--- config.mk ---
export PLATFORM = sky130hd
export DESIGN_NAME = irqrt_bank
export DESIGN_NICKNAME = d
export VERILOG_FILES = /design/src/hw/irqrt_pkg.sv /design/src/hw/irqrt_pin_mux.sv /design/src/hw/irqrt_bank.sv
export VERILOG_INCLUDE_DIRS = /design/src /design/src/hw
export SDC_FILE = /design/constraint.sdc
export NUM_CORES = 1
export LEC_CHECK = 0
export ABC_AREA = 1
export ABC_CLOCK_PERIOD_IN_PS = 2500
export BUFFER_PORTS_ARGS = -buffer_cell sky130_fd_sc_hd__buf_2
export CORE_ASPECT_RATIO = 0.6
export CORE_MARGIN = 1.5
export CORE_UTILIZATION = 57
export CTS_BUF_LIST = sky130_fd_sc_hd__clkbuf_16
export DETAILED_ROUTE_END_ITERATION = 8
export GPL_TIMING_DRIVEN = 0
export PLACE_DENSITY = 0.85
export SLEW_MARGIN = 25
export SYNTH_ARGS = -nofsm -noshare
export SYNTH_HDL_FRONTEND = slang
export SYNTH_SLANG_ARGS = --single-unit
--- constraint.sdc ---
create_clock -name SYS_CLK_I -period 2.5 [get_ports SYS_CLK_I]
set_clock_uncertainty 0.2 [all_clocks]
set_input_delay 0.125 -clock SYS_CLK_I [delete_from_list [all_inputs] [get_ports SYS_CLK_I]]
set_output_delay 0.125 -clock SYS_CLK_I [all_outputs]
set_load 0.01 [all_outputs]
--- src/hw/irqrt_regs.svh ---
// register offsets, field positions and reset values of the interrupt and pin routing bank
// assumes byte addressing on a 32-bit word register port
`ifndef IRQRT_REGS_SVH
`define IRQRT_REGS_SVH

`define IRQRT_ADDR_W          8
`define IRQRT_OFF_FLAG        8'h38
`define IRQRT_OFF_FLAG_CLEAR  8'h3C
`define IRQRT_OFF_ENABLE      8'h40
`define IRQRT_OFF_PIN_EN      8'h44
`define IRQRT_OFF_PIN_LOC     8'h48
`define IRQRT_OFF_CTRL        8'h4C
`define IRQRT_NUM_EVENTS      19
`define IRQRT_FLAG_VALID      19'h7FFCF
`define IRQRT_ENABLE_VALID    19'h7FFFF
`define IRQRT_RESET_FLAGS     19'h00010
`define IRQRT_RESET_ENABLE    19'h00000
`define IRQRT_BIT_TXC         3
`define IRQRT_BIT_ADDR        2
`define IRQRT_BIT_REPEATED_START_SEEN      1
`define IRQRT_BIT_START       0
`define IRQRT_BIT_CLK_PEN     1
`define IRQRT_BIT_DATA_PEN    0
`define IRQRT_CLK_LOC_LSB     8
`define IRQRT_DATA_LOC_LSB    0
`define IRQRT_LOC_W           6
`define IRQRT_NUM_LOCS        32
`define IRQRT_BIT_RD_CLEAR    0

`endif

--- src/hw/irqrt_pkg.sv ---
// types shared by the interrupt and pin routing bank
// assumes the register header is on the include path
package irqrt_pkg;
   typedef logic [18:0] irqrt_vec_t;
   typedef logic [5:0]  irqrt_loc_t;
   typedef logic [31:0] irqrt_word_t;
endpackage

--- src/hw/irqrt_pin_mux.sv ---
// routes one open-drain controller line to one of a number of pin positions
// assumes pin inputs are already synchronised by the caller
`timescale 1ns/1ps
module irqrt_pin_mux #(
   parameter int NUM_LOCS = 32
) (
   input  wire logic                      en_i,
   input  wire irqrt_pkg::irqrt_loc_t     loc_i,
   input  wire logic                      line_oe_i,
   input  wire logic [NUM_LOCS-1:0]       pin_in_i,
   output logic      [NUM_LOCS-1:0]       pin_oe_o,
   output logic                           line_in_o
);
   import irqrt_pkg::*;

   // one pulling driver per location, only the selected one active
   genvar g;
   generate
      for (g = 0; g < NUM_LOCS; g++) begin : g_loc
         assign pin_oe_o[g] = en_i && line_oe_i && (loc_i == irqrt_loc_t'(g));
      end
   endgenerate

   // selected pin seen by controller; idles high when detached or out of range
   always_comb begin
      line_in_o = 1'b1;
      if (en_i && (loc_i < irqrt_loc_t'(NUM_LOCS))) begin
         line_in_o = pin_in_i[loc_i[4:0]];
      end
   end
endmodule

--- src/hw/irqrt_bank.sv ---
// interrupt flag, enable and pin routing register bank of a two-wire controller
// assumes a single clock, synchronous reset and a one-cycle register port
// Summary of operation
// write one clears flags 18..6 and 3..0, zero ignored
// read-clear mode: read returns flags, clears them
// nineteen enable bits, reset zero, read-write
// clock pin enable bit connects clock line
// data pin enable bit connects data line
// location fields route each line to pin
// software writes zero to reserved bits
// interrupt high when enabled flag set
//
// Decided for this implementation: strobed register access.
`timescale 1ns/1ps
`include "irqrt_regs.svh"
module irqrt_bank #(
   parameter int NUM_LOCS = `IRQRT_NUM_LOCS
) (
   input  wire logic                           SYS_CLK_I,
   input  wire logic                           RST_I,
   input  wire logic [`IRQRT_ADDR_W-1:0]       ADDR_I,
   input  wire irqrt_pkg::irqrt_word_t         WDATA_I,
   input  wire logic                           WR_I,
   input  wire logic                           RD_I,
   output irqrt_pkg::irqrt_word_t              RDATA_O,
   input  wire irqrt_pkg::irqrt_vec_t          EVENT_SET_I,
   output logic                                IRQ_O,
   output irqrt_pkg::irqrt_vec_t               FLAGS_O,
   input  wire logic                           CLK_LINE_OE_I,
   input  wire logic                           DATA_LINE_OE_I,
   output logic                                CLK_LINE_IN_O,
   output logic                                DATA_LINE_IN_O,
   input  wire logic [NUM_LOCS-1:0]            CLK_PIN_I,
   input  wire logic [NUM_LOCS-1:0]            DATA_PIN_I,
   output logic      [NUM_LOCS-1:0]            CLK_PIN_O,
   output logic      [NUM_LOCS-1:0]            CLK_PIN_OE_O,
   output logic      [NUM_LOCS-1:0]            DATA_PIN_O,
   output logic      [NUM_LOCS-1:0]            DATA_PIN_OE_O
);
   import irqrt_pkg::*;

   typedef struct packed {
      irqrt_vec_t          flags;
      irqrt_vec_t          enable;
      logic                clk_pen;
      logic                data_pen;
      irqrt_loc_t          clk_loc;
      irqrt_loc_t          data_loc;
      logic                rd_clear;
      irqrt_word_t         rdata;
      logic [NUM_LOCS-1:0] clk_s1;
      logic [NUM_LOCS-1:0] clk_s2;
      logic [NUM_LOCS-1:0] clk_s3;
      logic [NUM_LOCS-1:0] data_s1;
      logic [NUM_LOCS-1:0] data_s2;
      logic [NUM_LOCS-1:0] data_s3;
      logic [NUM_LOCS-1:0] clk_clean;
      logic [NUM_LOCS-1:0] data_clean;
   } irqrt_state_t;

   irqrt_state_t st_r;
   irqrt_state_t st_nxt;

   // register address match used by both read and write paths
   function automatic logic hit(input logic [`IRQRT_ADDR_W-1:0] a,
                                input logic [`IRQRT_ADDR_W-1:0] off);
      hit = (a == off);
   endfunction

   // next state: bus access, flag set and clear, pin synchronisers
   always_comb begin
      irqrt_vec_t clr;
      irqrt_vec_t cur;
      clr    = '0;
      cur    = st_r.flags & irqrt_vec_t'(`IRQRT_FLAG_VALID);
      st_nxt = st_r;
      // read data exist only in the cycle after the read strobe
      st_nxt.rdata = '0;
      if (RD_I) begin
         if (hit(ADDR_I, `IRQRT_OFF_FLAG)) begin
            st_nxt.rdata = irqrt_word_t'(cur);
         end else if (hit(ADDR_I, `IRQRT_OFF_FLAG_CLEAR)) begin
            if (st_r.rd_clear) begin
               st_nxt.rdata = irqrt_word_t'(cur);
               clr          = cur;
            end
         end else if (hit(ADDR_I, `IRQRT_OFF_ENABLE)) begin
            st_nxt.rdata = irqrt_word_t'(st_r.enable);
         end else if (hit(ADDR_I, `IRQRT_OFF_PIN_EN)) begin
            st_nxt.rdata[`IRQRT_BIT_CLK_PEN]  = st_r.clk_pen;
            st_nxt.rdata[`IRQRT_BIT_DATA_PEN] = st_r.data_pen;
         end else if (hit(ADDR_I, `IRQRT_OFF_PIN_LOC)) begin
            st_nxt.rdata[`IRQRT_CLK_LOC_LSB +: `IRQRT_LOC_W]  = st_r.clk_loc;
            st_nxt.rdata[`IRQRT_DATA_LOC_LSB +: `IRQRT_LOC_W] = st_r.data_loc;
         end else if (hit(ADDR_I, `IRQRT_OFF_CTRL)) begin
            st_nxt.rdata[`IRQRT_BIT_RD_CLEAR] = st_r.rd_clear;
         end
      end
      // writes; reserved bits are dropped, software keeps them zero
      if (WR_I) begin
         if (hit(ADDR_I, `IRQRT_OFF_FLAG_CLEAR)) begin
            // ones clear flags, zeros leave them alone
            clr = clr | (WDATA_I[18:0] & irqrt_vec_t'(`IRQRT_FLAG_VALID));
         end else if (hit(ADDR_I, `IRQRT_OFF_ENABLE)) begin
            st_nxt.enable = WDATA_I[18:0] & irqrt_vec_t'(`IRQRT_ENABLE_VALID);
         end else if (hit(ADDR_I, `IRQRT_OFF_PIN_EN)) begin
            st_nxt.clk_pen  = WDATA_I[`IRQRT_BIT_CLK_PEN];
            st_nxt.data_pen = WDATA_I[`IRQRT_BIT_DATA_PEN];
         end else if (hit(ADDR_I, `IRQRT_OFF_PIN_LOC)) begin
            st_nxt.clk_loc  = WDATA_I[`IRQRT_CLK_LOC_LSB +: `IRQRT_LOC_W];
            st_nxt.data_loc = WDATA_I[`IRQRT_DATA_LOC_LSB +: `IRQRT_LOC_W];
         end else if (hit(ADDR_I, `IRQRT_OFF_CTRL)) begin
            st_nxt.rd_clear = WDATA_I[`IRQRT_BIT_RD_CLEAR];
         end
      end
      // a new event beats a simultaneous clear
      st_nxt.flags = ((cur & ~clr) | EVENT_SET_I) & irqrt_vec_t'(`IRQRT_FLAG_VALID);
      // three-stage synchronisers; level taken once stages two and three agree
      st_nxt.clk_s1  = CLK_PIN_I;
      st_nxt.clk_s2  = st_r.clk_s1;
      st_nxt.clk_s3  = st_r.clk_s2;
      st_nxt.data_s1 = DATA_PIN_I;
      st_nxt.data_s2 = st_r.data_s1;
      st_nxt.data_s3 = st_r.data_s2;
      for (int i = 0; i < NUM_LOCS; i++) begin
         if (st_r.clk_s2[i] == st_r.clk_s3[i]) begin
            st_nxt.clk_clean[i] = st_r.clk_s3[i];
         end
         if (st_r.data_s2[i] == st_r.data_s3[i]) begin
            st_nxt.data_clean[i] = st_r.data_s3[i];
         end
      end
   end

   // state register, bus-idle pins read high after reset
   always_ff @(posedge SYS_CLK_I) begin
      if (RST_I) begin
         st_r            <= '0;
         // unstored flag positions are masked so the flags do not drop a cycle after reset
         st_r.flags      <= irqrt_vec_t'(`IRQRT_RESET_FLAGS) & irqrt_vec_t'(`IRQRT_FLAG_VALID);
         st_r.enable     <= irqrt_vec_t'(`IRQRT_RESET_ENABLE);
         st_r.clk_s1     <= '1;
         st_r.clk_s2     <= '1;
         st_r.clk_s3     <= '1;
         st_r.data_s1    <= '1;
         st_r.data_s2    <= '1;
         st_r.data_s3    <= '1;
         st_r.clk_clean  <= '1;
         st_r.data_clean <= '1;
      end else begin
         st_r <= st_nxt;
      end
   end

   // outputs
   assign RDATA_O = st_r.rdata;
   assign FLAGS_O = st_r.flags;
   assign IRQ_O   = |(st_r.flags & st_r.enable);
   assign CLK_PIN_O  = '0;
   assign DATA_PIN_O = '0;

   // clock line routing
   irqrt_pin_mux #(
      .NUM_LOCS (NUM_LOCS)
   ) u_clk_mux (
      .en_i      (st_r.clk_pen),
      .loc_i     (st_r.clk_loc),
      .line_oe_i (CLK_LINE_OE_I),
      .pin_in_i  (st_r.clk_clean),
      .pin_oe_o  (CLK_PIN_OE_O),
      .line_in_o (CLK_LINE_IN_O)
   );

   // data line routing
   irqrt_pin_mux #(
      .NUM_LOCS (NUM_LOCS)
   ) u_data_mux (
      .en_i      (st_r.data_pen),
      .loc_i     (st_r.data_loc),
      .line_oe_i (DATA_LINE_OE_I),
      .pin_in_i  (st_r.data_clean),
      .pin_oe_o  (DATA_PIN_OE_O),
      .line_in_o (DATA_LINE_IN_O)
   );
endmodule

After elaboration in Yosys (flattened, before gate mapping). Index checks and enable logic that the tools add are counted.

Word-level logic and storage cells: 329. Output and inout bits: 182. Bits of input ports: 129. Register bits after elaboration: 341.

Order comparisons: 4. Bitwise logic cells: 10. Muxes and demuxes: 26. Reductions and logical operators: 77. Equal/unequal tests: 132.

Operator list (number): 6-bit by 5-bit equality test with 1-bit output, second input constant (32); 19-bit two-way mux (7); 6-bit by 4-bit equality test with 1-bit output, second input constant (16); 1-bit logical AND (68); 1-bit equality test (64); 32-bit two-way mux (2); 6-bit by 3-bit equality test with 1-bit output, second input constant (8); 19-bit bitwise AND (2); 19-bit OR (2); 8-bit by 7-bit equality test with 1-bit output, second input constant (4); 6-bit by 2-bit equality test with 1-bit output, second input constant (4); 6-bit two-way mux (4); 19-bit inverter (1); 19-bit OR reduction (1); 8-bit by 6-bit equality test with 1-bit output, second input constant (2); 6-bit by 1-bit equality test with 1-bit output, second input constant (2); 6-bit zero test (2); 5-bit by 6-bit < comparator with 1-bit output, second input constant (2); 6-bit < comparator, second input constant (2); 1-bit binary-select mux with 5-bit select (2); 5-bit two-way mux (2); 1-bit two-way mux (6); 6-bit AND reduction (1); 1-bit inverter (5); 7 further kinds (8).

Longest topological paths before layout.
Depth after elaboration: 10. Gate-level depth with buffers: 11. Depth with buffers taken out: 10.

By module. Synthesis repeated with hierarchy kept, for this count alone.

Cells, all modules: 1525. Area total of the unflattened synthesis: 12523.3 µm².

By module, submodules not included: irqrt_bank (cells each 1213, area each 11274.6 µm², sequential area each 6526.3 µm², times used 1); irqrt_pin_mux (cells each 156, area each 624.3 µm², sequential area each 0.0 µm², times used 2).

Worst setup path before layout. Ideal clock, no wire load.

Path type: reg-to-output. From: reg st_r[296] (netlist bit). To: out CLK_LINE_IN_O. Data arrival time: 1.229 ns. Path buffers: 1. Stages on the path, launching flop included: 12. Required time: 2.175 ns. Path slack: 0.946 ns. Cells stage by stage: dfxtp_1 -> nand2_1 -> inv_1 -> clkbuf_1 -> nand2_1 -> nand4_1 -> nand2_1 -> nand2_1 -> nor2_1 -> nand2_1 -> nand2_1 -> nand2_1.

Longest elaborated chain between the ends: 3. Elaborated cells on any way between the ends: 5. Classes of those cells: order compare: 1; mux: 3; reduce/logical: 1.

RTL lines: from (decl) (RTL line irqrt_bank.sv:61) `irqrt_state_t st_r;`; from (signal assigned) (RTL line irqrt_bank.sv:151) `st_r <= st_nxt;`; 1-bit binary-select mux with 5-bit select or 6-bit < comparator (tied branches) (RTL line irqrt_pin_mux.sv:28, irqrt_pin_mux.sv:27); 1-bit two-way mux (implied by the code) or 1-bit logical AND (tied branches) (RTL line irqrt_pin_mux.sv:28, irqrt_pin_mux.sv:27); 1-bit two-way mux * (RTL line irqrt_pin_mux.sv:27) `if (en_i && (loc_i < irqrt_loc_t'(NUM_LOCS))) begin`; to (decl) (RTL line irqrt_bank.sv:31) `output logic CLK_LINE_IN_O,`.

Mark *: on every way between the ends. The rest lies on a longest branch, timed or not. The select of a mux whose other input is x is not followed.

Worst setup path after layout.
From: reg st_r[289] (netlist bit). To: out DATA_LINE_IN_O.

Longest elaborated chain between the ends: 3. Elaborated cells on any way between the ends: 5. Classes of those cells: order compare: 1; mux: 3; reduce/logical: 1.

RTL lines: 1-bit binary-select mux with 5-bit select or 6-bit < comparator (tied branches) (RTL line irqrt_pin_mux.sv:28, irqrt_pin_mux.sv:27); 1-bit two-way mux (implied by the code) or 1-bit logical AND (tied branches) (RTL line irqrt_pin_mux.sv:28, irqrt_pin_mux.sv:27); 1-bit two-way mux * (RTL line irqrt_pin_mux.sv:27); to (decl) (RTL line irqrt_bank.sv:32) `output logic DATA_LINE_IN_O,`.

Marks and branches as above.

==> results.tsv <==
stage	metric	value	unit
hold_path	min_from	ADDR_I[5]	
placed_design	place_area	0.0143	mm2
routing	routed_wl	35.4	mm
placed_design	hpwl	22.8	mm
critical_path	r2r_setup_slack	0.22	ns
clocking	h-tree-depth	1	
critical_path	cp.arrival	2.12	ns
die	start_util	58.9	%
global_route	antenna_found_initial	2	
outcome	status	complete, no violations	
die	pin_count	311	
final_layout	nNetsFinal	2094	
placed_design	io_buffers	214	
final_layout	final_area	0.0166	mm2
synth	synth_cells	1510	
die	die_area	0.0229	mm2
synth	yosysSeqAreaShare	52.0	%
timing	finalMaxSlewViolations	0	
die	coreArea	0.0213	mm2
routing	wl_per_cell	15.6	um
routing	drt_iter0_drc	970	
timing	setup_violations	0	
power_and_ir_drop	p_leak	7.39	nW
clocking	cts_tree	yes	
critical_path	r2r-end	FLAGS_O[14]	
timing	worst_slew_pin_slew	0.744	ns
synth	synth_area_leaders	dfxtp_1 52%, or2_2 9.6%, nand2_1 9.2%, buf_4 7.0%, a21oi_1 4.8%	
timing	fin_hold_ws	0.0463	ns
critical_path	reg2reg_depth	9	
critical_path	cp_max_fo	10	
placed_design	place_congestion	0.933	
power_and_ir_drop	powerDensity	638	mW/mm2
timing	fin_crit_sh	97.7	%
synth	ys_types	34	
synth	yosys.area.top_type	dfxtp_1	
die	die_y	118	um
global_route	track_usage	29.7	%
clocking	path_clk_slew	0.07	ns
hold_path	hold_path_end	RDATA_O[18]	
timing	timing.fmax	0.409	GHz
synth	netlist.area_leader.share	52.0	%
clocking	clock_latency	0.55	ns
synth	syn_area	0.0125	mm2
timing	fin_crit	2.44	ns
routing	drc	0	
final_layout	drive_above_1_share	32.4	%
synth	synth_most_common_cell	dfxtp_1	
synth	synth_commonest_cells	326 x dfxtp_1, 306 x nand2_1, 192 x or2_2	
synth	yosysWarnings	0	
synth	synthArstFlopShare	0	%
timing	finalSetupTns	0	ns
die	die_w	195	um
final_layout	final_util	78.0	%
critical_path	crit_required	2.17	ns
flow_run	drv_cap	0	
routing	viasPerCell	5.04	
routing	firstDrtPassIters	5	
clocking	clk_path_buf_depth	3	
critical_path	critPathSlowestCell	dfxtp_2	
final_layout	stdcell_count	2266	
global_route	grt_pass1_wl	55.1	mm
global_route	grt.overflow.total	0	
critical_path	timing.rr.start	st_r[288]	
clocking	root_buffer	clkbuf_16	
placed_design	dp.cells	2081	
routing	drtAntennaViolNets	0	
timing	rsz0062_at_grt	yes	
critical_path	crit_chain	inv_1 -> nor2_2 -> buf_6 -> nand2_1 -> nand4_1 -> nand2_1 -> nand2_1 -> nor2_1 -> nand2_1 -> nand2_1 -> nand2_1 -> buf_2	
clocking	cts_made_buffers	28	
critical_path	critPathMostFrequentCell	nand2_1	
routing	vias	11400	
global_route	grt_max_degree	17	
timing	hold_viol_final	0	
final_layout	nFillCells	1421	
synth	synth_edf_count	0	
hold_path	hp-class	in -> reg	
timing	relSlewSlack	50.2	%
final_layout	area_growth_syn_to_layout	32.4	%
synth	ys_ff_latch	326	
clocking	cts_num_sinks	326	
critical_path	end_kind	primary output	
global_route	grt_pass1_vias	10900	
hold_path	holdPathStages	7	
critical_path	slowest_delay	0.38	ns
synth	avgSynthCellArea	8.31	um2
critical_path	critPathLaunchType	flop	
synth	ys_dominant_reg_cell	dfxtp_1	
power_and_ir_drop	peakVddDrop	0.558	mV
critical_path	crit_type	reg -> out	
die	rows	41	
[timing repair]
item,in CTS,in global routing
pin swaps,0,2
gates cloned,0,2
resized for setup,11,32
endpoints found under the setup margin,3,31
setup buffers,1,4
hold buffers,128,0
hold endpoints to repair,120,0
[how the worst max path moves through the flow]
stage	slack [ns]	cells after the start	from	endpoint
2_1_floorplan	0.95	11	st_r[296]	CLK_LINE_IN_O
3_3_place_gp	0.33	4	RST_I	st_nxt[126]
3_5_place_dp	0.34	9	st_r[295]	CLK_LINE_IN_O
4_1_cts	0.002	12	st_r[296]	CLK_LINE_IN_O
5_1_grt	-0.10	12	st_r[290]	DATA_LINE_IN_O
6_report	0.06	12	st_r[289]	DATA_LINE_IN_O
[area by class of cell]
type                    instances  area (um2)  area share, %
repair inverters                2        10.0         0.0603
plain buffers                 176        1190           7.19
clock buffers                  28         701           4.22
clock inverters                23         211           1.27
flip-flops and latches        326        6540           39.3
inverters                      71         280           1.69
repair buffers                347        2390           14.4
multi-input cells            1013        4940           29.7
diodes                          1        2.50         0.0151
well taps                     279         349           2.10
[worst max-delay path: cells and delay by family (launching register included)]
family                 cells  cell delay (ns)
buffers and inverters      3             0.41
DFF                        1             0.38
and+or+nand+nor            9             0.78
[stage by stage]
step,worst slack (ns),power (mW)
global route,-0.100,10.9
CTS,0.00197,10.5
global placement,0.330,6.17
floorplan,0.946,5.95
detailed placement,0.339,6.19
finish,0.0568,10.6
[metal layers]
metal	vias to the layer above	routed length (um)	global-route usage, %
met5	-	0	0
met4	0	826	8.30
met3	80	3100	5.53
met2	559	16300	50.1
met1	5245	15100	39.1
li1	5535	-	-
[layout by cell type, fill, tap and decap left out, types with 4 or more instances in the layout]
cell type      netlist  final
a21oi_1            121    121
or2_2              192    192
nand2_2              2      4
nor2_2               9     15
conb_1               1     79
nand3_1             25     22
dlygate4sd3_1        0    128
buf_6                5     10
nand3_2              2      5
clkinv_1             0      4
clkbuf_16            0     28
o21ai_0            100    100
clkinv_2             1      6
inv_1               68     70
buf_2               17    227
o21ai_1              9      9
nor2_4               4      7
a22oi_1              8      8
o22ai_1              4      4
buf_4              117    123
nor2_1             104     95
and2_1               4      4
nand4_1             17     17
clkinvlp_4           0      6
clkbuf_1            36     32
dfxtp_1            326    322
nor3_1              13     13
nand2_1            306    303
[power by group]
part,total (mW),internal [mW],switching (mW)
Clock,4.32,2.37,1.95
Combinational,0.858,0.453,0.405
Sequential,5.42,5.34,0.0830
[state kept, by name (all words and copies together), names as in the netlist]
signal,cells
FLAGS_O,17
RDATA_O,19
st_nxt,128
st_r,162
[kinds of logic after synthesis]
group                  count (synthesis)  synth area share [%]
AOI/OAI and AO/OA                    250                  10.4
buffers and inverters                249                  11.5
DFF                                  326                  52.0
other                                  1                0.0299
and+or+nand+nor                      684                  26.1
Note: power is estimated with default switching activity, not from simulation.
